**src/pio_pkg.sv**
```systemverilog
// Shared constants and types for the peripheral I/O bus control block
package pio_pkg;

  // ****************
  // Timing
  // ****************
  localparam int CLK_PS = 4000; // 250 MHz core clock period in ps
  localparam int SETUP_NS = 20; // Address and select setup before a strobe
  localparam int STROBE_NS = 125; // Least read/write strobe width
  localparam int REF_MHZ = 16; // PC-type reference clock
  localparam int REF_HALF_PS = 1000000 / (2 * REF_MHZ);
  // Least times round up, the clock half period rounds down
  localparam logic [7:0] SETUP_CYC = 8'((SETUP_NS * 1000 + CLK_PS - 1) / CLK_PS);
  localparam logic [7:0] STROBE_CYC = 8'((STROBE_NS * 1000 + CLK_PS - 1) / CLK_PS);
  localparam logic [7:0] REF_HALF_CYC = 8'(REF_HALF_PS / CLK_PS);

  // ****************
  // Access kinds and cycle states
  // ****************
  typedef enum logic [1:0] {
    KIND_SIMPLE = 2'h0,
    KIND_MODULE = 2'h1,
    KIND_PC = 2'h2,
    KIND_ROM = 2'h3
  } pio_kind_e;

  typedef enum logic [2:0] {
    ST_IDLE = 3'h0,
    ST_SETUP = 3'h1,
    ST_HSHAKE = 3'h2,
    ST_STROBE = 3'h3,
    ST_LATCH = 3'h4,
    ST_HOLD = 3'h5
  } pio_state_e;

  // ****************
  // Chip select vector layout and decode pages
  // ****************
  localparam int SEL_W = 7;
  localparam int SEL_SIMPLE_A = 0;
  localparam int SEL_SIMPLE_B = 1;
  localparam int SEL_MODULE = 2;
  localparam int SEL_EXT_PC = 3;
  localparam int SEL_COMBO = 4;
  localparam int SEL_AREA0 = 5;
  localparam int SEL_AREA1 = 6;
  localparam logic [3:0] PAGE_COMBO = 4'h3;
  localparam logic [3:0] PAGE_AREA0 = 4'h4;
  localparam logic [3:0] PAGE_AREA1 = 4'h5;

endpackage

```
**src/pio_decode.sv**
```systemverilog
// Chip select decoder for the peripheral I/O bus control block
`timescale 1ns/1ps
module pio_decode (
  // Access description
  input wire logic [1:0] kind_i,
  input wire logic [3:0] page_i,
  input wire logic dma_i,
  // Board strap
  input wire logic decode_option_strap_i,
  // One-hot select vector
  output logic [pio_pkg::SEL_W-1:0] sel_o
);

  // Upper page test; the strap widens it from one bit to two
  function automatic logic upper_page(input logic [3:0] page, input logic strap);
    upper_page = strap ? (page[3:2] == 2'h3) : page[3];
  endfunction

  // Select decode per access kind
  always_comb begin
    sel_o = '0;
    case (pio_pkg::pio_kind_e'(kind_i))
      pio_pkg::KIND_SIMPLE: begin
        if (upper_page(page_i, decode_option_strap_i)) begin
          sel_o[pio_pkg::SEL_SIMPLE_B] = 1'b1;
        end else begin
          sel_o[pio_pkg::SEL_SIMPLE_A] = 1'b1;
        end
      end
      pio_pkg::KIND_MODULE: begin
        if (decode_option_strap_i && page_i[3]) begin
          sel_o[pio_pkg::SEL_EXT_PC] = 1'b1;
        end else begin
          sel_o[pio_pkg::SEL_MODULE] = 1'b1;
        end
      end
      pio_pkg::KIND_PC: begin
        if (dma_i || page_i == pio_pkg::PAGE_COMBO) begin
          sel_o[pio_pkg::SEL_COMBO] = 1'b1;
        end else if (page_i == pio_pkg::PAGE_AREA0) begin
          sel_o[pio_pkg::SEL_AREA0] = 1'b1;
        end else if (page_i == pio_pkg::PAGE_AREA1) begin
          sel_o[pio_pkg::SEL_AREA1] = 1'b1;
        end else if (decode_option_strap_i && !page_i[3]) begin
          sel_o[pio_pkg::SEL_SIMPLE_B] = 1'b1;
        end else begin
          sel_o[pio_pkg::SEL_EXT_PC] = 1'b1;
        end
      end
      default: begin
        sel_o = '0;
      end
    endcase
  end

endmodule // pio_decode

```
**src/pio_ctrl.sv**
```systemverilog
// Peripheral I/O bus cycle controller: strobes, selects, handshake, wide path
// Operation
// - PC-type cycles stretch while the wait input is held low.
// - Module-type cycles raise a request and continue only after grant.
// - Module-type reads capture the data port when latch-in goes low.
// - Drive a low latch strobe for the external upper-half latch.
// - Enable the upper transceiver low during the upper phase of 32-bit reads.
// - Enable the upper transceiver low during the lower phase of 32-bit writes.
// - Halfword select input picks upper or lower write halfword.
// - XIP hold input keeps the upper halfword while lower is read.
// - First simple select is low for simple I/O accesses outside the upper pages.
// - Strap input alters decode of second simple, module and extended selects.
// - Dedicated low select for the combo peripheral chip.
// - Combined select and DMA acknowledge to combo chip for pseudo-DMA.
// - Terminal count high with the DMA acknowledge ends a pseudo-DMA.
// - Two more low selects, one per area of PC-type space.
// - Output a latched copy of the byte/word size indication.
// - Direction output is high for reads and low for writes.
// - Read strobe pulses for simple, PC and ROM reads, not module reads.
// - Write strobe acts on ROM writes only when ROM writes are enabled.
// - Supply a reference clock output for PC-type cycles: 16 MHz nominal, 7-cycle half period, about 17.9 MHz.
`timescale 1ns/1ps
module pio_ctrl (
  // Clock, reset, enable
  input wire logic clk_i,
  input wire logic resetn_i,
  input wire logic ce_i,
  // Internal request side
  input wire logic req_i,
  input wire logic [1:0] req_kind_i,
  input wire logic req_write_i,
  input wire logic req_wide_i,
  input wire logic [15:0] req_addr_i,
  input wire logic [31:0] req_wdata_i,
  input wire logic req_dma_i,
  input wire logic req_dma_last_i,
  input wire logic byte_not_word_i,
  input wire logic rom_write_enable_i,
  output logic busy_o,
  output logic done_o,
  output logic [31:0] rdata_o,
  // Data port
  input wire logic [15:0] io_data_port_i,
  output logic [15:0] io_data_port_o,
  output logic io_data_port_oe_n_o,
  // Handshake and sampled inputs
  input wire logic ready_i,
  input wire logic module_io_grant_n_i,
  input wire logic read_latch_in_n_i,
  input wire logic xip_halfword_select_n_i,
  input wire logic xip_upper_hold_n_i,
  input wire logic decode_option_strap_i,
  // Strobes and wide-path control
  output logic module_io_request_n_o,
  output logic upper_latch_out_n_o,
  output logic upper_read_enable_n_o,
  output logic upper_write_enable_n_o,
  output logic io_read_n_o,
  output logic io_write_n_o,
  output logic io_read_not_write_o,
  output logic byte_not_word_o,
  output logic ref16_clk_o,
  // Chip selects
  output logic simple_select_a_n_o,
  output logic simple_select_b_n_o,
  output logic module_select_n_o,
  output logic extended_pc_select_n_o,
  output logic combo_select_n_o,
  output logic combo_dma_ack_n_o,
  output logic terminal_count_o,
  output logic pc_area0_select_n_o,
  output logic pc_area1_select_n_o
);

  // ****************
  // State
  // ****************
  typedef struct packed {
    pio_pkg::pio_state_e st;
    logic [7:0] cnt;
    logic [7:0] ref_cnt;
    logic ref_clk;
    logic [1:0] kind;
    logic write;
    logic wide;
    logic dma;
    logic last;
    logic rom_we;
    logic up;
    logic [pio_pkg::SEL_W-1:0] sel;
    logic [31:0] wdata;
    logic [31:0] rdata;
    logic [15:0] dout;
    logic done;
    logic bnw;
    logic oe_n;
    logic rnw;
    logic rd_n;
    logic wr_n;
    logic blo_n;
    logic rbe_n;
    logic wbe_n;
    logic rq_n;
    logic [pio_pkg::SEL_W-1:0] cs_n;
    logic cdack_n;
    logic tc;
  } pio_core_t;

  pio_core_t q_ff;
  pio_core_t nxt_q;
  logic [pio_pkg::SEL_W-1:0] dec_sel;

  // Select decode of the incoming request
  pio_decode u_decode (
    .kind_i(req_kind_i),
    .page_i(req_addr_i[15:12]),
    .dma_i(req_dma_i),
    .decode_option_strap_i(decode_option_strap_i),
    .sel_o(dec_sel)
  );

  // Halfword put on the data port for the current phase
  function automatic logic [15:0] write_half(input logic [31:0] wd, input logic up,
                                            input logic wide, input logic mux_n);
    if (wide) begin
      write_half = up ? wd[31:16] : wd[15:0];
    end else begin
      write_half = mux_n ? wd[15:0] : wd[31:16];
    end
  endfunction

  // Read capture; a low hold input freezes the upper halfword
  function automatic logic [31:0] capture(input logic [31:0] old, input logic up,
                                          input logic [15:0] din, input logic hold_n);
    if (up) begin
      capture = hold_n ? {din, old[15:0]} : old;
    end else begin
      capture = {old[31:16], din};
    end
  endfunction

  // ****************
  // Next state
  // ****************
  // Pin controls are derived from the next state so each output is a plain flop
  always_comb begin
    nxt_q = q_ff;
    if (ce_i) begin
      nxt_q.done = 1'b0;
      if (q_ff.ref_cnt == 8'h00) begin
        nxt_q.ref_cnt = pio_pkg::REF_HALF_CYC - 8'h01;
        nxt_q.ref_clk = ~q_ff.ref_clk;
      end else begin
        nxt_q.ref_cnt = q_ff.ref_cnt - 8'h01;
      end
      case (q_ff.st)
        pio_pkg::ST_IDLE: begin
          if (req_i) begin
            nxt_q.st = pio_pkg::ST_SETUP;
            nxt_q.cnt = pio_pkg::SETUP_CYC - 8'h01;
            nxt_q.kind = req_kind_i;
            nxt_q.write = req_write_i;
            nxt_q.wide = req_wide_i;
            nxt_q.dma = req_dma_i && req_kind_i == pio_pkg::KIND_PC;
            nxt_q.last = req_dma_last_i;
            nxt_q.rom_we = rom_write_enable_i;
            nxt_q.up = req_wide_i;
            nxt_q.sel = dec_sel;
            nxt_q.wdata = req_wdata_i;
            nxt_q.bnw = byte_not_word_i;
            nxt_q.dout = write_half(req_wdata_i, req_wide_i, req_wide_i,
                                    xip_halfword_select_n_i);
          end
        end
        pio_pkg::ST_SETUP: begin
          if (q_ff.cnt != 8'h00) begin
            nxt_q.cnt = q_ff.cnt - 8'h01;
          end else if (q_ff.kind == pio_pkg::KIND_MODULE) begin
            nxt_q.st = pio_pkg::ST_HSHAKE;
          end else begin
            nxt_q.st = pio_pkg::ST_STROBE;
            nxt_q.cnt = pio_pkg::STROBE_CYC - 8'h01;
          end
        end
        pio_pkg::ST_HSHAKE: begin
          // Wait for grant; writes finish on it, reads go on to latch-in
          if (!module_io_grant_n_i) begin
            nxt_q.st = q_ff.write ? pio_pkg::ST_HOLD : pio_pkg::ST_LATCH;
          end
        end
        pio_pkg::ST_LATCH: begin
          if (!read_latch_in_n_i) begin
            nxt_q.rdata = capture(q_ff.rdata, q_ff.up, io_data_port_i,
                                  xip_upper_hold_n_i);
            nxt_q.st = pio_pkg::ST_HOLD;
          end
        end
        pio_pkg::ST_STROBE: begin
          if (q_ff.cnt != 8'h00) begin
            nxt_q.cnt = q_ff.cnt - 8'h01;
          end else if (q_ff.kind != pio_pkg::KIND_PC || ready_i) begin
            if (!q_ff.write) begin
              nxt_q.rdata = capture(q_ff.rdata, q_ff.up, io_data_port_i,
                                    xip_upper_hold_n_i);
            end
            nxt_q.st = pio_pkg::ST_HOLD;
          end
        end
        pio_pkg::ST_HOLD: begin
          // Upper phase of a wide access is followed by the lower phase
          if (q_ff.up) begin
            nxt_q.up = 1'b0;
            nxt_q.st = pio_pkg::ST_SETUP;
            nxt_q.cnt = pio_pkg::SETUP_CYC - 8'h01;
            nxt_q.dout = write_half(q_ff.wdata, 1'b0, q_ff.wide, xip_halfword_select_n_i);
          end else begin
            nxt_q.st = pio_pkg::ST_IDLE;
            nxt_q.done = 1'b1;
          end
        end
        default: begin
          nxt_q.st = pio_pkg::ST_IDLE;
        end
      endcase
      // Pin controls for the state being entered
      nxt_q.oe_n = !(nxt_q.st != pio_pkg::ST_IDLE && nxt_q.write);
      nxt_q.rnw = !(nxt_q.st != pio_pkg::ST_IDLE && nxt_q.write);
      nxt_q.rd_n = !(nxt_q.st == pio_pkg::ST_STROBE && !nxt_q.write &&
                     nxt_q.kind != pio_pkg::KIND_MODULE);
      nxt_q.wr_n = !(nxt_q.st == pio_pkg::ST_STROBE && nxt_q.write && !nxt_q.up &&
                     (nxt_q.kind != pio_pkg::KIND_ROM || nxt_q.rom_we));
      nxt_q.blo_n = !(nxt_q.st == pio_pkg::ST_STROBE && nxt_q.write && nxt_q.up);
      nxt_q.rbe_n = !(nxt_q.st != pio_pkg::ST_IDLE && !nxt_q.write &&
                      nxt_q.wide && nxt_q.up);
      nxt_q.wbe_n = !(nxt_q.st != pio_pkg::ST_IDLE && nxt_q.write &&
                      nxt_q.wide && !nxt_q.up);
      nxt_q.rq_n = !(nxt_q.st == pio_pkg::ST_HSHAKE || nxt_q.st == pio_pkg::ST_LATCH);
      // Selects only while a cycle runs; pseudo-DMA uses the acknowledge instead
      nxt_q.cs_n = (nxt_q.st != pio_pkg::ST_IDLE && !nxt_q.dma) ? ~nxt_q.sel : '1;
      nxt_q.cdack_n = !(nxt_q.st != pio_pkg::ST_IDLE && nxt_q.dma);
      nxt_q.tc = nxt_q.st == pio_pkg::ST_STROBE && nxt_q.dma && nxt_q.last &&
                 !nxt_q.up;
    end
  end

  // ****************
  // State register
  // ****************
  // Reset parks every active-low control high so the bus is quiet
  always_ff @(posedge clk_i or negedge resetn_i) begin
    if (!resetn_i) begin
      q_ff <= '0;
      q_ff.oe_n <= 1'b1;
      q_ff.rnw <= 1'b1;
      q_ff.rd_n <= 1'b1;
      q_ff.wr_n <= 1'b1;
      q_ff.blo_n <= 1'b1;
      q_ff.rbe_n <= 1'b1;
      q_ff.wbe_n <= 1'b1;
      q_ff.rq_n <= 1'b1;
      q_ff.cs_n <= '1;
      q_ff.cdack_n <= 1'b1;
    end else begin
      q_ff <= nxt_q;
    end
  end

  // Outputs straight from the state flops
  assign busy_o = q_ff.st != pio_pkg::ST_IDLE;
  assign done_o = q_ff.done;
  assign rdata_o = q_ff.rdata;
  assign io_data_port_o = q_ff.dout;
  assign io_data_port_oe_n_o = q_ff.oe_n;
  assign module_io_request_n_o = q_ff.rq_n;
  assign upper_latch_out_n_o = q_ff.blo_n;
  assign upper_read_enable_n_o = q_ff.rbe_n;
  assign upper_write_enable_n_o = q_ff.wbe_n;
  assign io_read_n_o = q_ff.rd_n;
  assign io_write_n_o = q_ff.wr_n;
  assign io_read_not_write_o = q_ff.rnw;
  assign byte_not_word_o = q_ff.bnw;
  assign ref16_clk_o = q_ff.ref_clk;
  assign simple_select_a_n_o = q_ff.cs_n[pio_pkg::SEL_SIMPLE_A];
  assign simple_select_b_n_o = q_ff.cs_n[pio_pkg::SEL_SIMPLE_B];
  assign module_select_n_o = q_ff.cs_n[pio_pkg::SEL_MODULE];
  assign extended_pc_select_n_o = q_ff.cs_n[pio_pkg::SEL_EXT_PC];
  assign combo_select_n_o = q_ff.cs_n[pio_pkg::SEL_COMBO];
  assign combo_dma_ack_n_o = q_ff.cdack_n;
  assign terminal_count_o = q_ff.tc;
  assign pc_area0_select_n_o = q_ff.cs_n[pio_pkg::SEL_AREA0];
  assign pc_area1_select_n_o = q_ff.cs_n[pio_pkg::SEL_AREA1];

  // ****************
  // Assertions
  // ****************
  pc_wait_a: assert property (@(posedge clk_i) disable iff (!resetn_i)
    (q_ff.st == pio_pkg::ST_STROBE && q_ff.kind == pio_pkg::KIND_PC &&
     q_ff.cnt == 8'h00 && !ready_i && ce_i) |=> (q_ff.st == pio_pkg::ST_STROBE && !io_read_n_o
     || q_ff.write))
    else $error("PC cycle ended while wait input low");
  module_grant_a: assert property (@(posedge clk_i) disable iff (!resetn_i)
    (q_ff.st == pio_pkg::ST_HSHAKE && module_io_grant_n_i && ce_i) |=>
    (q_ff.st == pio_pkg::ST_HSHAKE && !module_io_request_n_o))
    else $error("Module cycle advanced without grant");
  latch_capture_a: assert property (@(posedge clk_i) disable iff (!resetn_i)
    (q_ff.st == pio_pkg::ST_LATCH && !read_latch_in_n_i && !q_ff.up && ce_i) |=>
    (rdata_o[15:0] == $past(io_data_port_i) && q_ff.st == pio_pkg::ST_HOLD))
    else $error("Module read data not captured on latch-in");
  upper_latch_a: assert property (@(posedge clk_i) disable iff (!resetn_i)
    !upper_latch_out_n_o |-> (q_ff.write && q_ff.wide && q_ff.up && io_write_n_o))
    else $error("Upper latch strobe outside wide write upper phase");
  upper_read_a: assert property (@(posedge clk_i) disable iff (!resetn_i)
    (busy_o && !q_ff.write && q_ff.wide && q_ff.up) |-> !upper_read_enable_n_o)
    else $error("Upper read enable missing in wide read");
  upper_write_a: assert property (@(posedge clk_i) disable iff (!resetn_i)
    !upper_write_enable_n_o |-> (q_ff.write && q_ff.wide && !q_ff.up && !io_data_port_oe_n_o))
    else $error("Upper write enable outside wide write");
  direction_a: assert property (@(posedge clk_i) disable iff (!resetn_i)
    busy_o |-> (io_read_not_write_o == !q_ff.write))
    else $error("Direction output disagrees with cycle");
  module_no_read_a: assert property (@(posedge clk_i) disable iff (!resetn_i)
    !io_read_n_o |-> (q_ff.kind != pio_pkg::KIND_MODULE && !q_ff.write))
    else $error("Read strobe during module or write cycle");
  rom_write_a: assert property (@(posedge clk_i) disable iff (!resetn_i)
    (!io_write_n_o && q_ff.kind == pio_pkg::KIND_ROM) |-> q_ff.rom_we)
    else $error("ROM write strobe while ROM writes disabled");
  idle_quiet_a: assert property (@(posedge clk_i) disable iff (!resetn_i)
    !busy_o |-> (q_ff.cs_n == '1 && combo_dma_ack_n_o && io_read_n_o && io_write_n_o))
    else $error("Select or strobe active while idle");
  ref_toggle_a: assert property (@(posedge clk_i) disable iff (!resetn_i)
    (q_ff.ref_cnt == 8'h00 && ce_i) |=> (ref16_clk_o != $past(ref16_clk_o)))
    else $error("Reference clock missed its toggle");

endmodule // pio_ctrl

```
**config.mk**
```make
export PLATFORM = sky130hd
export DESIGN_NAME = pio_ctrl
export DESIGN_NICKNAME = d
export VERILOG_FILES = /design/src/pio_pkg.sv /design/src/pio_decode.sv /design/src/pio_ctrl.sv
export SDC_FILE = /design/constraint.sdc
export NUM_CORES = 1
export LEC_CHECK = 0
export ABC_AREA = 1
export BUFFER_PORTS_ARGS = -buffer_cell sky130_fd_sc_hd__buf_2
export CORE_UTILIZATION = 50
export CTS_CLUSTER_DIAMETER = 30
export DETAILED_ROUTE_END_ITERATION = 16
export GPL_ROUTABILITY_DRIVEN = 0
export GPL_TIMING_DRIVEN = 0
export PLACE_DENSITY_LB_ADDON = 0.1
export SLEW_MARGIN = 30
export SYNTH_ARGS = -nofsm -noshare
export SYNTH_HDL_FRONTEND = slang
export SYNTH_HIERARCHICAL = 1
export SYNTH_SLANG_ARGS = --single-unit
```
**constraint.sdc**
```tcl
create_clock -name clk_i -period 1.7 [get_ports clk_i]
set_input_delay 0.085 -clock clk_i [delete_from_list [all_inputs] [get_ports clk_i]]
set_output_delay 0.085 -clock clk_i [all_outputs]
set_load 0.02 [all_outputs]
```
==> Word level (Yosys, flattened, before mapping) <==
Index checks and enable logic that the tools add are counted.
{ "totals": {"inputBits": 82, "latchBits": 0, "ram_bits": 0, "register_bits": 133, "word_cells": 174, "mem_bits_ro": 0, "mem_count": 0, "out_inout_bits": 69} }
{ "op_classes": {"n_eq_ne": 28, "mul": 0, "mux": 64, "n_lt_le_gt_ge": 0, "bitwise": 2, "add_sub_neg": 2, "div_mod_pow": 0, "reduce_logical": 51, "n_shift": 0} }
{ "ops": {"columns": ["operator", "count"], "rows": [
  ["two-way mux 32 bit", 6],
  ["two-way mux 16 bit", 6],
  ["two-way mux 39 bit", 2],
  ["one-hot mux 32 bit (2 select lines)", 1],
  ["two-way mux 47 bit", 1],
  ["two-way mux 8 bit", 5],
  ["one-hot mux 16 bit (2 select lines)", 1],
  ["one-hot mux 8 bit (4 select lines)", 1],
  ["two-way mux 1 bit", 25],
  ["two-way mux 3 bit", 7],
  ["two-way mux 7 bit", 3],
  ["logical AND 1 bit", 20],
  ["!= test 2 bit (second input constant)", 9],
  ["one-hot mux 3 bit (6 select lines)", 1],
  ["subtractor 8 x 1 -> 8 bit (second input constant)", 2],
  ["equality test 3 x 2 -> 1 bit (second input constant)", 4],
  ["zero test 1 bit", 12],
  ["AND reduction 6 bit", 2],
  ["two-way mux 11 bit", 1],
  ["equality test 3 bit (second input constant)", 3],
  ["equality test 4 x 3 -> 1 bit (second input constant)", 2],
  ["zero test 8 bit", 1],
  ["nonzero test 8 bit", 1],
  ["inverter 7 bit", 1],
  ["other kinds (18)", 30]
]} }

==> Logic depth before layout (Yosys ltp) <==
Gate-level depths: netlist (run 1).
{ "depth": {"ltp_word": 15, "mapped_depth": 12, "ltp_nobuf": 11} }

==> Modules after synthesis <==
Netlist (run 1), hierarchy kept.
{ "by_module_without_submodules": {"columns": ["mod", "n_inst", "seq_area_each_um2", "cells_each", "area_each_um2"], "rows": [
  ["pio_ctrl", 1, 3347.0, 795, 6852.8],
  ["pio_decode", 1, 0.0, 35, 188.9]
]} }

==> Worst setup path after synthesis (run 1) <==
OpenSTA, ideal clock, no wires.
{ "synth_timing": {"kind": "flip-flop to flip-flop", "from": "register q_ff[131] (netlist bit)", "to": "register q_ff[129] (netlist bit)", "t_arrival_ns": 1.497, "path_stages_with_launch": 11, "path_slack_ns": 0.083, "setup_time_ns": 0.120, "t_required_ns": 1.580, "path_buffers": 2, "period_less_slack_ns": 1.617, "path_cell_list": "dfrtp_1 > buf_4 > nor2_2 > nand2_1 > inv_1 > nand2_1 > o211ai_4 > nor2_4 > buf_6 > o21ai_1 > nand2_1"} }
{ "synth_between": {"elab_chain_cells": 3, "elab_cells_between_ends": 11, "cone_classes": "eq/ne: 7; mux: 1; reduce/logical: 3"} }
{ "synth_lines": {"columns": ["item", "line", "source"], "rows": [
  ["start: declaration", "pio_ctrl.sv:109", "pio_core_t q_ff;"],
  ["start signal: assignment", "pio_ctrl.sv:264", "q_ff <= nxt_q;"],
  ["equality test 3 x 1 -> 1 bit (tied with other cells)", "pio_ctrl.sv:156", "case (q_ff.st)"],
  ["!= test 3 bit (no source line) (tied with other cells)", null, null],
  ["AND reduction 6 bit (no source line)", null, null]
]} }
Several ways; a longest one is shown, not always the timed one.
A chain may end at the register's enable or synchronous reset.

==> Worst setup path after layout (run 1) <==
{ "layout_timing": {"from": "register q_ff[125] (netlist bit)", "to": "register q_ff[125] (netlist bit)"} }
{ "layout_between": {"elab_chain_cells": 3, "elab_cells_between_ends": 8, "cone_classes": "add/sub: 1; eq/ne: 2; mux: 3; reduce/logical: 2"} }
{ "layout_lines": {"columns": ["item", "line", "source"], "rows": [
  ["subtractor 8 x 1 -> 8 bit or nonzero test 8 bit (tied branches)", null, null],
  ["two-way mux 8 bit (tied with other cells)", "pio_ctrl.sv:199", "if (q_ff.cnt != 8'h00) begin"],
  ["one-hot mux 8 bit (4 select lines) or AND reduction 6 bit (tied branches)", null, null]
]} }
Several ways; a longest one is shown, not always the timed one. The select of a mux whose other input is x is not followed.

==> reports/summary.md, run 1 <==
Worst slew margin relative to its limit: 0.621. The number of vias in the routed layout was 6379; the die outline area was 0.0146 mm2. The critical setup path kind was reg -> reg.

The number of cells on the worst reg-to-reg path is 9. The antenna diode count came out at 0. Among all cell types in the netlist, the one instantiated most often is sky130_fd_sc_hd__nand2_1.

The number of flip-flops under the largest register name works out to 66. In the routed layout, each cell is associated on average with a via count of 5.10. Worst vdd rail ir drop: 0.853 mV.

For the pin with the worst max-slew slack, the measured transition is 0.569 ns. The worst setup path is launched from a flip-flop. The mapped netlist covers 0.00704 mm2.

Data on the critical path arrives at its endpoint at 2.06 ns. The root buffer cell chosen for the clock tree is sky130_fd_sc_hd__clkbuf_16. The final reports fail on negative setup slack.

For the share of synthesized area occupied by flip-flops and latches, the log shows 0.475. The vertical die dimension works out to 121 um. Setup repair after global routing could not meet its margin everywhere. Classification of the worst-slack hold path: in -> reg.

Setup violations remaining at the end of the flow were counted as 15. In this run, synthesis produced a sequential element count of 133. The most used flip-flop cell after synthesis is sky130_fd_sc_hd__dfrtp_1. The run gives -0.0558 ns as the setup slack after layout. The final net count is 1152. The total number of H-tree levels came out at 4.

In this run the critical register-to-register path is launched from q_ff[125]. Aggregate global-route resource usage: 0.256. The cell count after placement is 1144. For this design, the sink count on the clock tree is 133.

The logs give 0 for the number of hold violations in the final report and 0 for the number of antenna violations at the first check in global routing. The leakage component of the power was 4.81 nW. The post-route clock period utilization came out at 1.03.

For the final database, setup skew stands at 0.00588 ns. Across all register-to-register paths, the minimum setup slack is -0.06 ns. The Yosys step of the flow raised 6 warnings. In this run, synthesis inferred 0 flip-flops with an integrated enable. For this run, the slowest stage of the critical path takes 0.45 ns.

Post-synthesis area per instance: 8.48 um2. The clock-pin transition on the worst setup and hold timing paths came out at 0.06 ns. Synthesis handed over a netlist of 830 instances. After layout, the minimum clock period comes to 1.76 ns.

The run gives 151 as the top-level I/O count. In the post-synthesis netlist, the biggest area contributors are sky130_fd_sc_hd__dfrtp_1 42%, sky130_fd_sc_hd__nand2_1 7.4%, sky130_fd_sc_hd__o21ai_0 6.8%. The register with the most flip-flops in the final layout is q_ff. After floorplanning, the core was divided into 42 placement rows. Global routing finished with a remaining overflow of 0. Remaining antenna violation count after routing: 0. The max-slew violation total from the final report was 0. The async set-or-reset flop fraction in the synthesized netlist is 1.00.

By count the netlist is led by 138 x sky130_fd_sc_hd__nand2_1, 118 x sky130_fd_sc_hd__dfrtp_1, 95 x sky130_fd_sc_hd__o21ai_0. The slowest stage of the critical path is the sky130_fd_sc_hd__dfrtp_2 cell. In this run the deepest clock path goes through 2 buffers. Clock tree synthesis inserted a total of 17 buffers. Relative to the synthesized area, the layout overhead comes to 38.3%. Sort of element at the end of the critical path: a flip-flop.

Detailed placement finished with a half-perimeter wire length of 11.9 mm. The fraction of final layout cells sized beyond drive strength 1 was 0.383. The largest total area in the synthesized netlist belongs to sky130_fd_sc_hd__dfrtp_1.

The final cell count without fillers was 1251. The count of buffers inserted at the top-level ports works out to 137. In the routed design, unresolved DRC markers number 0. The worst register-to-register path ends at q_ff[125]. The worst hold slack across all endpoints was 0.0194 ns.

For this block, the initial DRC count from the detailed router was 331. The final routed wire length divided by cell count works out to 14.8 um. The startpoint identified for the worst hold timing path is req_dma_last_i. The number of iterations in the first detailed-routing pass was 5; the required time of the critical path was 2.00 ns. The flow ran to the end, but the final reports show violations. Entering global routing, the biggest net connects 87 pins.

The largest driver fanout on the critical path is 6, and the count of max-cap constraint violations is 0. TritonCTS built the clock tree. The power density of the placed cells was 1830 mW/mm2. The total area inside the core boundary comes to 0.0135 mm2. The later pin in the worst-skew pair is clocked with a latency of 0.43 ns.

The tools report the effective utilization at floorplan as 0.521. The die is 121 um wide. The via count of the first global-routing pass was 5954. The most used cell along the critical path was sky130_fd_sc_hd__nor2_4. The run gives 29.1 mm as the global-route wire length before repair.

Derived from the worst setup path, the maximum achievable clock frequency is 570 MHz. The worst hold path terminates at q_ff[108]. Synthesis produced a netlist with a net count of 918. The area share of the leading cell type in the synthesized netlist was 0.419. After detailed routing, the total wire length is 18.5 mm. The worst hold path cell count came out at 4. The signal on the critical path passes through nor2_4 -> nand2_2 -> nor2_4 -> inv_4 -> o21ai_4 -> nor2_4 -> buf_6 -> nand2_2 -> nand2_1. Yosys mapped the design onto 43 distinct sky130hd cell types.
cell usage in the layout, fill, tap and decap left out, types with 13 or more instances in the layout:
cell	netlist	layout
sky130_fd_sc_hd__o21ai_1	36	31
sky130_fd_sc_hd__nor2_1	82	73
sky130_fd_sc_hd__dfstp_2	15	15
sky130_fd_sc_hd__buf_6	3	15
sky130_fd_sc_hd__o22ai_1	13	13
sky130_fd_sc_hd__nand2_2	4	15
sky130_fd_sc_hd__nand3_1	27	18
sky130_fd_sc_hd__nand2_1	138	123
sky130_fd_sc_hd__dlygate4sd3_1	0	52
sky130_fd_sc_hd__dfrtp_1	118	115
sky130_fd_sc_hd__buf_4	53	71
sky130_fd_sc_hd__clkbuf_16	0	17
sky130_fd_sc_hd__nor3_1	24	22
sky130_fd_sc_hd__mux2_2	31	31
sky130_fd_sc_hd__buf_2	12	139
sky130_fd_sc_hd__inv_1	87	81
sky130_fd_sc_hd__o21ai_0	95	92
critical path: cells and delay by family (launching register included):
kind,cells,cell delay (ns)
AO/OA/AOI/OAI,1,0.23
buffers and inverters,2,0.24
flip-flops,1,0.45
AND/OR/NAND/NOR,6,0.72
cell type report:
class / count / area [um2]
fillers: 1008 / 3770
flip-flops and latches: 133 / 3350
multi-input cells: 520 / 3060
repair buffers: 215 / 1470
plain buffers: 83 / 648
clock buffers: 21 / 470
inverters: 94 / 373
well taps: 176 / 220
clock inverters: 9 / 151
how the worst max path moves through the flow:
stage | startpoint | to | slack (ns) | cells past startpoint
2_1_floorplan | q_ff[131] | q_ff[129] | 0.08 | 10
3_3_place_gp | resetn_i | q_ff[102] | -1.30 | 1
3_5_place_dp | q_ff[110] | io_data_port_o[12] | -0.30 | 7
4_1_cts | q_ff[123] | module_select_n_o | 0.004 | 11
5_1_grt | q_ff[125] | q_ff[125] | -0.12 | 9
6_report | q_ff[125] | q_ff[125] | -0.06 | 9
power by group:
group / switching (mW) / total [mW] / internal, mW
logic: 4.76 / 8.48 / 3.72
registers: 0.810 / 5.46 / 4.65
clock network: 1.36 / 3.91 / 2.55
total: 6.93 / 17.8 / 10.9
stage by stage:
step / instance area, um2 / power [mW] / util / setup WS, ns / TNS (ns)
floorplan: 7040 / 10.6 / - / 0.0828 / 0
CTS: 9290 / 16.8 / 0.688 / 0.00444 / 0
detailed placement: 7990 / 12.4 / 0.591 / -0.298 / -9.43
global route: 9740 / 19.0 / 0.721 / -0.121 / -2.87
global placement: 7950 / 12.3 / 0.588 / -1.30 / -167.83
finish: 9740 / 17.8 / 0.721 / -0.0558 / -0.332
timing repair:
item	in CTS	in global routing
endpoints found under the hold margin	116	0
pin swaps	7	11
setup buffers	7	14
hold buffers	52	0
setup endpoints to repair	102	103
resized for setup	29	105
cloned	0	4
metal layers:
layer,vias to the layer above,GRT usage,wire length [um],share of wire
met1,3035,0.357,8290,0.45
met5,-,0,0,0
met3,24,0.0434,1080,0.058
met2,206,0.406,8860,0.48
li1,3114,-,-,-
met4,0,0.0833,325,0.018
cell families (layout without fill, tap and decap cells):
kind of cell,Yosys count,count (layout),share of synthesized area
XOR/XNOR,6,6,0.00746
buffers and inverters,177,422,0.130
adder cells (fa/ha/maj),6,6,0.0107
multiplexers,31,31,0.0496
AND/OR/NAND/NOR,302,302,0.188
flip-flops,133,133,0.475
AO/OA/AOI/OAI,175,175,0.139
No activity file was read; power rests on OpenSTA's default activity.
==> run 2: changes to the inputs <==
Settings changed: SYNTH_HIERARCHICAL 1 to not set.
==> run 2 against run 1 <==
  * Worst setup slack improved by 0.070 ns
  * Register-to-register slack improved by 0.07 ns
  * Non-clock buffer count increased by 2
  * Maximum frequency increased by 4.2%
  * Final cell count increased by 4.0%
  * Clock power decreased by 12%
  * Utilization decreased by 2.2 points
  * Global-route usage increased by 0.61 points
  * The run now ends clean
  * Hold slack improved by 0.029 ns
  * Synthesized area increased by 0.82%
  * Largest cell class unchanged
==> reports/summary.md, run 2 <==
The flow ran to the end, and the final reports show no timing, DRC or antenna violations. Sorting the synthesized cells by how often they occur yields 225 x sky130_fd_sc_hd__nand2_1, 118 x sky130_fd_sc_hd__dfrtp_1, 91 x sky130_fd_sc_hd__inv_1. Once placement finished, the instance area stood at 0.00805 mm2. TritonCTS created 17 clock buffers.

After clock tree synthesis, the clock-pin slew on the worst setup and hold paths is 0.05 ns. The via count of the first global-routing pass came out at 6138. By area the synthesized netlist is led by sky130_fd_sc_hd__dfrtp_1 42%, sky130_fd_sc_hd__nand2_1 12%, sky130_fd_sc_hd__dfstp_2 5.6%.

More flip-flops sit in one register than any other, and that register is q_ff. Setup slack on the worst reg-to-reg path comes out at 0.01 ns. Most used flip-flop cell after synthesis: sky130_fd_sc_hd__dfrtp_1.

The critical path is of the reg -> reg type. The area share of the leading cell type in the synthesized netlist was 0.416; the number of vias in the routed layout was 6538. The count of buffers inserted at the top-level ports was 137; the placed wire-length estimate after detailed placement was 12.4 mm.

The setup TNS was 0 ns; the worst vdd rail ir drop was 0.848 mV. The tools report the number of hold violations in the final report as 0. The tools report the maximum count of clock buffers along a single path as 2. The kind of start point of the critical path is a flip-flop.

Summed over all cells, the static leakage comes to 4.97 nW. The register with the most flip-flops in the layout has 66 of them. Unique cell type count in the Yosys netlist: 41.

For the antenna diode count, the log shows 0. The count of nets left with antenna violations once routing finished came out at 0. The async set-or-reset flop fraction in the synthesized netlist came out at 1.00. The H-tree generated during clock tree synthesis spans 4 levels.

The kind of cell with the highest combined delay along the critical path is simple AND/OR/NAND/NOR gates. Data arrives at the worst endpoint at 1.99 ns. Setup repair after global routing could not meet its margin everywhere.

The logs give -0.386 ns for the placement-stage worst setup slack and 0.00762 ns for the clock skew. The net count after synthesis is 965, and the first-iteration detailed-routing DRC count is 484. Summed over all instances, the cell type with the most area after synthesis is sky130_fd_sc_hd__dfrtp_1. For this run, design rule violations remaining after detail routing come to 0. The worst path in the final design needs a cycle of 1.69 ns, including I/O delays and setup. After global routing the overflow that remains totals 0. The post-route clock period utilization was 0.991; the count of max-cap constraint violations was 0.

The first global-routing pass estimated 29.6 mm of wire. At the later pin of the worst-skew pair, clock insertion delay measures 0.42 ns. The tools report the clock root buffer as sky130_fd_sc_hd__clkbuf_16. Among all cell types in the netlist, the one instantiated most often is sky130_fd_sc_hd__nand2_1.

The Yosys step of the flow raised 0 warnings. The setup slack after layout is 0.0146 ns, and the vertical die dimension is 121 um. The floorplan step defined a die boundary enclosing 0.0147 mm2. For the total length of routed met3 wires, the log shows 761 um. In the layout the commonest cells are 204 x sky130_fd_sc_hd__nand2_1, 140 x sky130_fd_sc_hd__buf_2, 115 x sky130_fd_sc_hd__dfrtp_1, 88 x sky130_fd_sc_hd__inv_1, 70 x sky130_fd_sc_hd__buf_4. Number of antenna violations at the first check in global routing: 0. The final routed wire length divided by cell count is 14.4 um, and the fraction of final layout cells sized beyond drive strength 1 is 0.343.

CTS saw 133 sinks. The floorplan step set the die width to 121 um. Power spread over the standard cell area amounts to 1750 mW/mm2. 151 I/O pins were placed. The aggregate global-route resource usage is 0.262. TritonCTS built the clock tree. The run gives 0.0139 mm2 as the core area. Each instance of the synthesized netlist takes up on average 8.09 um2. The largest individual stage delay along the critical path comes from the cell sky130_fd_sc_hd__dfrtp_1. At the pin with the least slew margin, the transition time is 0.528 ns. Effective utilization at floorplan: 0.511. The detailed router used layers up to and including met4.

The share of synthesized area occupied by flip-flops and latches is 0.471, and the combined area of all synthesized cells is 0.00710 mm2. Entering global routing, the biggest net connects 78 pins. The classification of the worst-slack hold path was in -> reg.

The detailed router put a total of 8.66 mm of wire on met1. The worst setup path is captured at a flip-flop. The number of iterations in the first detailed-routing pass came out at 6.

The worst slew margin relative to its limit is 0.648. The number of buffer and inverter instances along the worst setup path came out at 1. Summed over all layers, the routed wires come to 18.7 mm.

The cell count after synthesis came out at 877. Relative to the synthesized area, the layout overhead comes to 36.7%. For this run, the top clock speed supported by timing is 593 MHz. After detailed routing, the met2 layer carries 9.03 mm of wire.

For this run, the slowest stage of the critical path takes 0.41 ns. The critical path goes through nor2_1 -> nand2_4 -> o21ai_4 -> nand3_2 -> nand3b_4 -> buf_8 -> nand2_2 -> o21ai_2. The finished cells cover 0.00970 mm2.

In the final design database the tool counted 1199 nets. The max-slew violation total from the final report is 0, and the largest driver fanout on the critical path is 10. The required time of the critical path was 2.00 ns; the number of flops mapped to enable cells by yosys was 0.

The most common library cell in the layout ignoring fill and taps was sky130_fd_sc_hd__nand2_1. In the routed layout, each cell is associated on average with a via count of 5.03. Setup violations remaining at the end of the flow were counted as 0.

In this run the core area contains 43 standard-cell rows. The flip-flop and latch count after synthesis was 133.
## run 2: cells by family after synthesis
family	synth area share
AND/OR/NAND/NOR	0.232
buffers and inverters	0.131
AO/OA/AOI/OAI	0.145
flip-flops	0.471
XOR/XNOR	0.00740
adder cells (fa/ha/maj)	0.0106
multiplexers	0.00159
## run 2: routing by layer
layer  track usage  up-vias
met5             0        -
met4        0.0957        0
met3        0.0456       25
met2         0.419      187
met1         0.357     3092
li1              -     3234
## run 2: layout make-up
type	instances	area, um2
Buffer	83	632
Tap cell	180	225
Fill cell	1123	4180
Multi-Input combinational cell	558	3060
Sequential cell	133	3350
Inverter	101	394
Timing Repair Buffer	217	1500
Clock buffer	24	462
Clock inverter	5	77.6
## run 2: final timing paths
| path | start | end | depth (start not counted) |
|---|---|---|---|
| min in group asynchronous | resetn_i | rdata_o[22] | 2 |
| max | q_ff[129] | rdata_o[29] | 8 |
| max in group asynchronous | resetn_i | simple_select_b_n_o | 3 |
| min reg2reg | q_ff[70] | q_ff[70] | 2 |
| min | req_wide_i | q_ff[110] | 3 |
| max reg2reg | q_ff[129] | rdata_o[29] | 8 |
## run 2: tightest hold or removal path, stage by stage
cell	delay [ns]
sky130_fd_sc_hd__buf_2	0.09
sky130_fd_sc_hd__inv_1	0.08
sky130_fd_sc_hd__o21ai_0	0.16
## run 2: through the flow
step                      instances  power (mW)  hold WS [ns]   util
after floorplan                 877        10.5        -0.211      -
after global placement         1194        12.2         0.288  0.577
after detailed placement       1195        12.3        0.0311  0.580
after CTS                      1285        16.3        0.0352  0.668
after global routing           1301        18.1        0.0589  0.699
final                          1301        17.0        0.0489  0.699
## run 2: power breakdown
part           internal, mW  switching, mW  leakage (nW)
Clock                  2.17           1.29         0.260
Combinational          3.42           4.61          3.06
Sequential             4.59          0.893          1.66
## run 2: timing repair
action                                 4_1_cts  5_1_grt
setup endpoints to repair                  111      114
hold buffers                                55        0
endpoints found under the hold margin      126        0
setup buffers                                6       16
pin swaps                                   10       19
cloned                                       1        1
gates resized for setup                     37       85
==> run 3: changes to the inputs <==
Settings changed: CORE_ASPECT_RATIO set to 0.5, REMOVE_ABC_BUFFERS set to 1.
==> run 3 against run 2 <==
  * The flow now finishes with violations (negative setup slack)
  * Power increased by 2.3%
  * Hold slack improved by 0.015 ns
  * Utilization increased by 1.2 points
  * Global-route usage increased by 0.12 points
  * Non-clock buffer count decreased by 64
  * Cell area increased by 0.41%
  * Register-to-register slack got worse by 0.05 ns
  * Maximum frequency decreased by 2.9%
  * Final cell count decreased by 3.3%
  * Die area increased by 0.20%
==> reports/summary.md, run 3 (synthesis results as in run 2) <==
Max-cap violations in this run came to 0. The H-tree was split into 4 levels. The post-route clock period utilization was 1.02; the maximum count of clock buffers along a single path was 2. The net count of the finished layout is 1142. The register with the highest flop count was q_ff. The worst-case IR drop observed on VDD is 0.945 mV. The tools report the origin of the critical flop-to-flop path as q_ff[123]. After detailed routing, the average wire length per cell comes to 15.6 um. The worst hold slack across all endpoints is 0.0639 ns. X dimension of the die: 171 um. Setup slack on the worst reg-to-reg path comes out at -0.04 ns. The run gives 0.518 as the effective utilization at floorplan. Including well taps, the total number of placed cells is 1125. Routing usage on met1: 0.353.

The number of flip-flops under the largest register name came out at 66. The worst hold path endpoint was q_ff[110]. The largest net degree at the start of global routing is 70, and the max-slew violation total from the final report is 0. Before antenna repair, the detailed router went through 5 iterations. After clock tree synthesis, the clock-pin slew on the worst setup and hold paths is 0.06 ns.

Prior to clock tree synthesis, the placed netlist has a worst setup slack of -1.23 ns. The fraction of final layout cells sized beyond drive strength 1 was 0.356; the worst path arrival time was 2.04 ns. In this run the power density over the cells is 1780 mW/mm2.

For the final routed database, the setup TNS stands at -0.262 ns. The worst path needs 1.74 ns of the cycle, external delays included. The tools report the setup slack after layout as -0.0364 ns. The first global-routing pass estimated 29.9 mm of wire. Summing internal, switching and leakage power gives 17.4 mW. The number of antenna violations at the first check in global routing was 0; the depth of the worst register-to-register path was 9. The later-pin clock latency in the skew report is 0.42 ns.

Clock root buffer: sky130_fd_sc_hd__clkbuf_16. The floorplan has 30 rows. The final reports fail on negative setup slack. The die covers 0.0147 mm2. For the utilization after layout, the log shows 0.711. Once detail routing completed, the nets flagged for antenna violations numbered 0. The most common library cell in the layout ignoring fill and taps is sky130_fd_sc_hd__nand2_1. The tools report the first-iteration detailed-routing DRC count as 493.

The total non-filler cell area in the finished layout came out at 0.00974 mm2. Busiest metal layer after global routing: met2. Worst reg2reg path endpoint: rdata_o[26].

The clock sink count came out at 133. The top cell types in the final layout, fill and taps aside, are 184 x sky130_fd_sc_hd__nand2_1, 137 x sky130_fd_sc_hd__buf_2, 113 x sky130_fd_sc_hd__dfrtp_1, 86 x sky130_fd_sc_hd__inv_1, 69 x sky130_fd_sc_hd__o21ai_0. After detailed routing, the total wire length is 19.6 mm.

In this run the worst hold path is classified as in -> reg. For the pin with the worst max-slew slack, the measured transition is 0.586 ns. The routing usage on met2 came out at 0.428. After detailed routing, the number of remaining DRC violations is 0. The number of vias in the routed layout was 6555. For the worst setup path, the data required time is 2.01 ns.

The tools report the worst slew margin relative to its limit as 0.609. Aggregate global-route resource usage: 0.263. STA classifies the critical path startpoint as a flip-flop. The number of hold violations in the final report was 0.

Measured along the y axis, the die boundary spans 86.3 um. Dividing the detail-routed via count by the number of cells gives 5.21. For the remaining global-route overflow, the log shows 0.

Worst setup path startpoint: q_ff[123]. The critical path is of the reg -> reg type. TritonCTS built the clock tree. The core region is 0.0137 mm2. The met3 track demand over resource is 0.0562, and the via count of the first global-routing pass is 5973.

The run finished, with violations left. Setup violations remaining at the end of the flow were counted as 16. 151 I/O pins were placed. For this run, the top clock speed supported by timing is 576 MHz.

The logs give 0 for the antenna diode count and 0.00913 ns for the clock skew. The synthesis-to-finish area growth is 37.3%. Setup repair after global routing could not meet its margin everywhere. The number of clock buffers added by TritonCTS is 17. Once placement finished, the instance area stood at 0.00758 mm2.

The count of buffers inserted at the top-level ports was 138; the final cell count without fillers was 1258. The largest driver fanout on the critical path was 8; the worst hold path cell count was 3. STA classifies the critical path endpoint as a flip-flop.

The tools report the source of the worst hold timing path as req_wide_i. The analysis attributes to cell leakage a power of 4.80 nW. Once detailed placement completed, the half-perimeter wirelength came to 10.8 mm.
-- run 3: cell type report --
cell class	instances	area (um2)
Timing Repair Buffer	236	1740
Sequential cell	133	3360
Multi-Input combinational cell	565	3410
Clock buffer	18	429
Fill cell	1043	3960
Clock inverter	13	151
Tap cell	192	240
Inverter	101	413
-- run 3: worst max-delay path by stage --
stage / cells past startpoint / endpoint / slack (ns)
after floorplan: 6 / io_data_port_o[15] / -0.48
after global placement: 6 / q_ff[107] / -1.77
after detailed placement: 6 / q_ff[107] / -1.23
after CTS: 8 / q_ff[98] / -0.007
after global routing: 10 / upper_write_enable_n_o / -0.11
final: 9 / rdata_o[26] / -0.04
-- run 3: layer usage --
metal	share of wire	wire length, um
met1	0.45	8840
met2	0.48	9340
met3	0.062	1210
met4	0.012	244
met5	0	0
-- run 3: critical path: stages (launching register included) --
cell and delay [ns]:
sky130_fd_sc_hd__dfrtp_1 0.39, sky130_fd_sc_hd__inv_2 0.09, sky130_fd_sc_hd__ha_4 0.17, sky130_fd_sc_hd__nand2_4 0.07, sky130_fd_sc_hd__o21ai_4 0.22, sky130_fd_sc_hd__buf_6 0.13, sky130_fd_sc_hd__nand3_4 0.08, sky130_fd_sc_hd__nand3b_4 0.28
sky130_fd_sc_hd__nand2_2 0.13, sky130_fd_sc_hd__o21ai_2 0.06
-- run 3: repair_timing --
item / in CTS / in global routing
setup endpoints to repair: 126 / 112
hold buffers: 55 / 0
pin swaps: 15 / 25
resized for setup: 41 / 107
endpoints found under the hold margin: 134 / 0
cloned: 6 / 3
buffers inserted: 18 / 21
-- run 3: power breakdown --
| group | total [mW] | switching (mW) | internal (mW) |
|---|---|---|---|
| registers | 5.53 | 0.935 | 4.60 |
| clock network | 3.65 | 1.48 | 2.17 |
| logic | 8.16 | 5.01 | 3.16 |
| total | 17.3 | 7.43 | 9.92 |
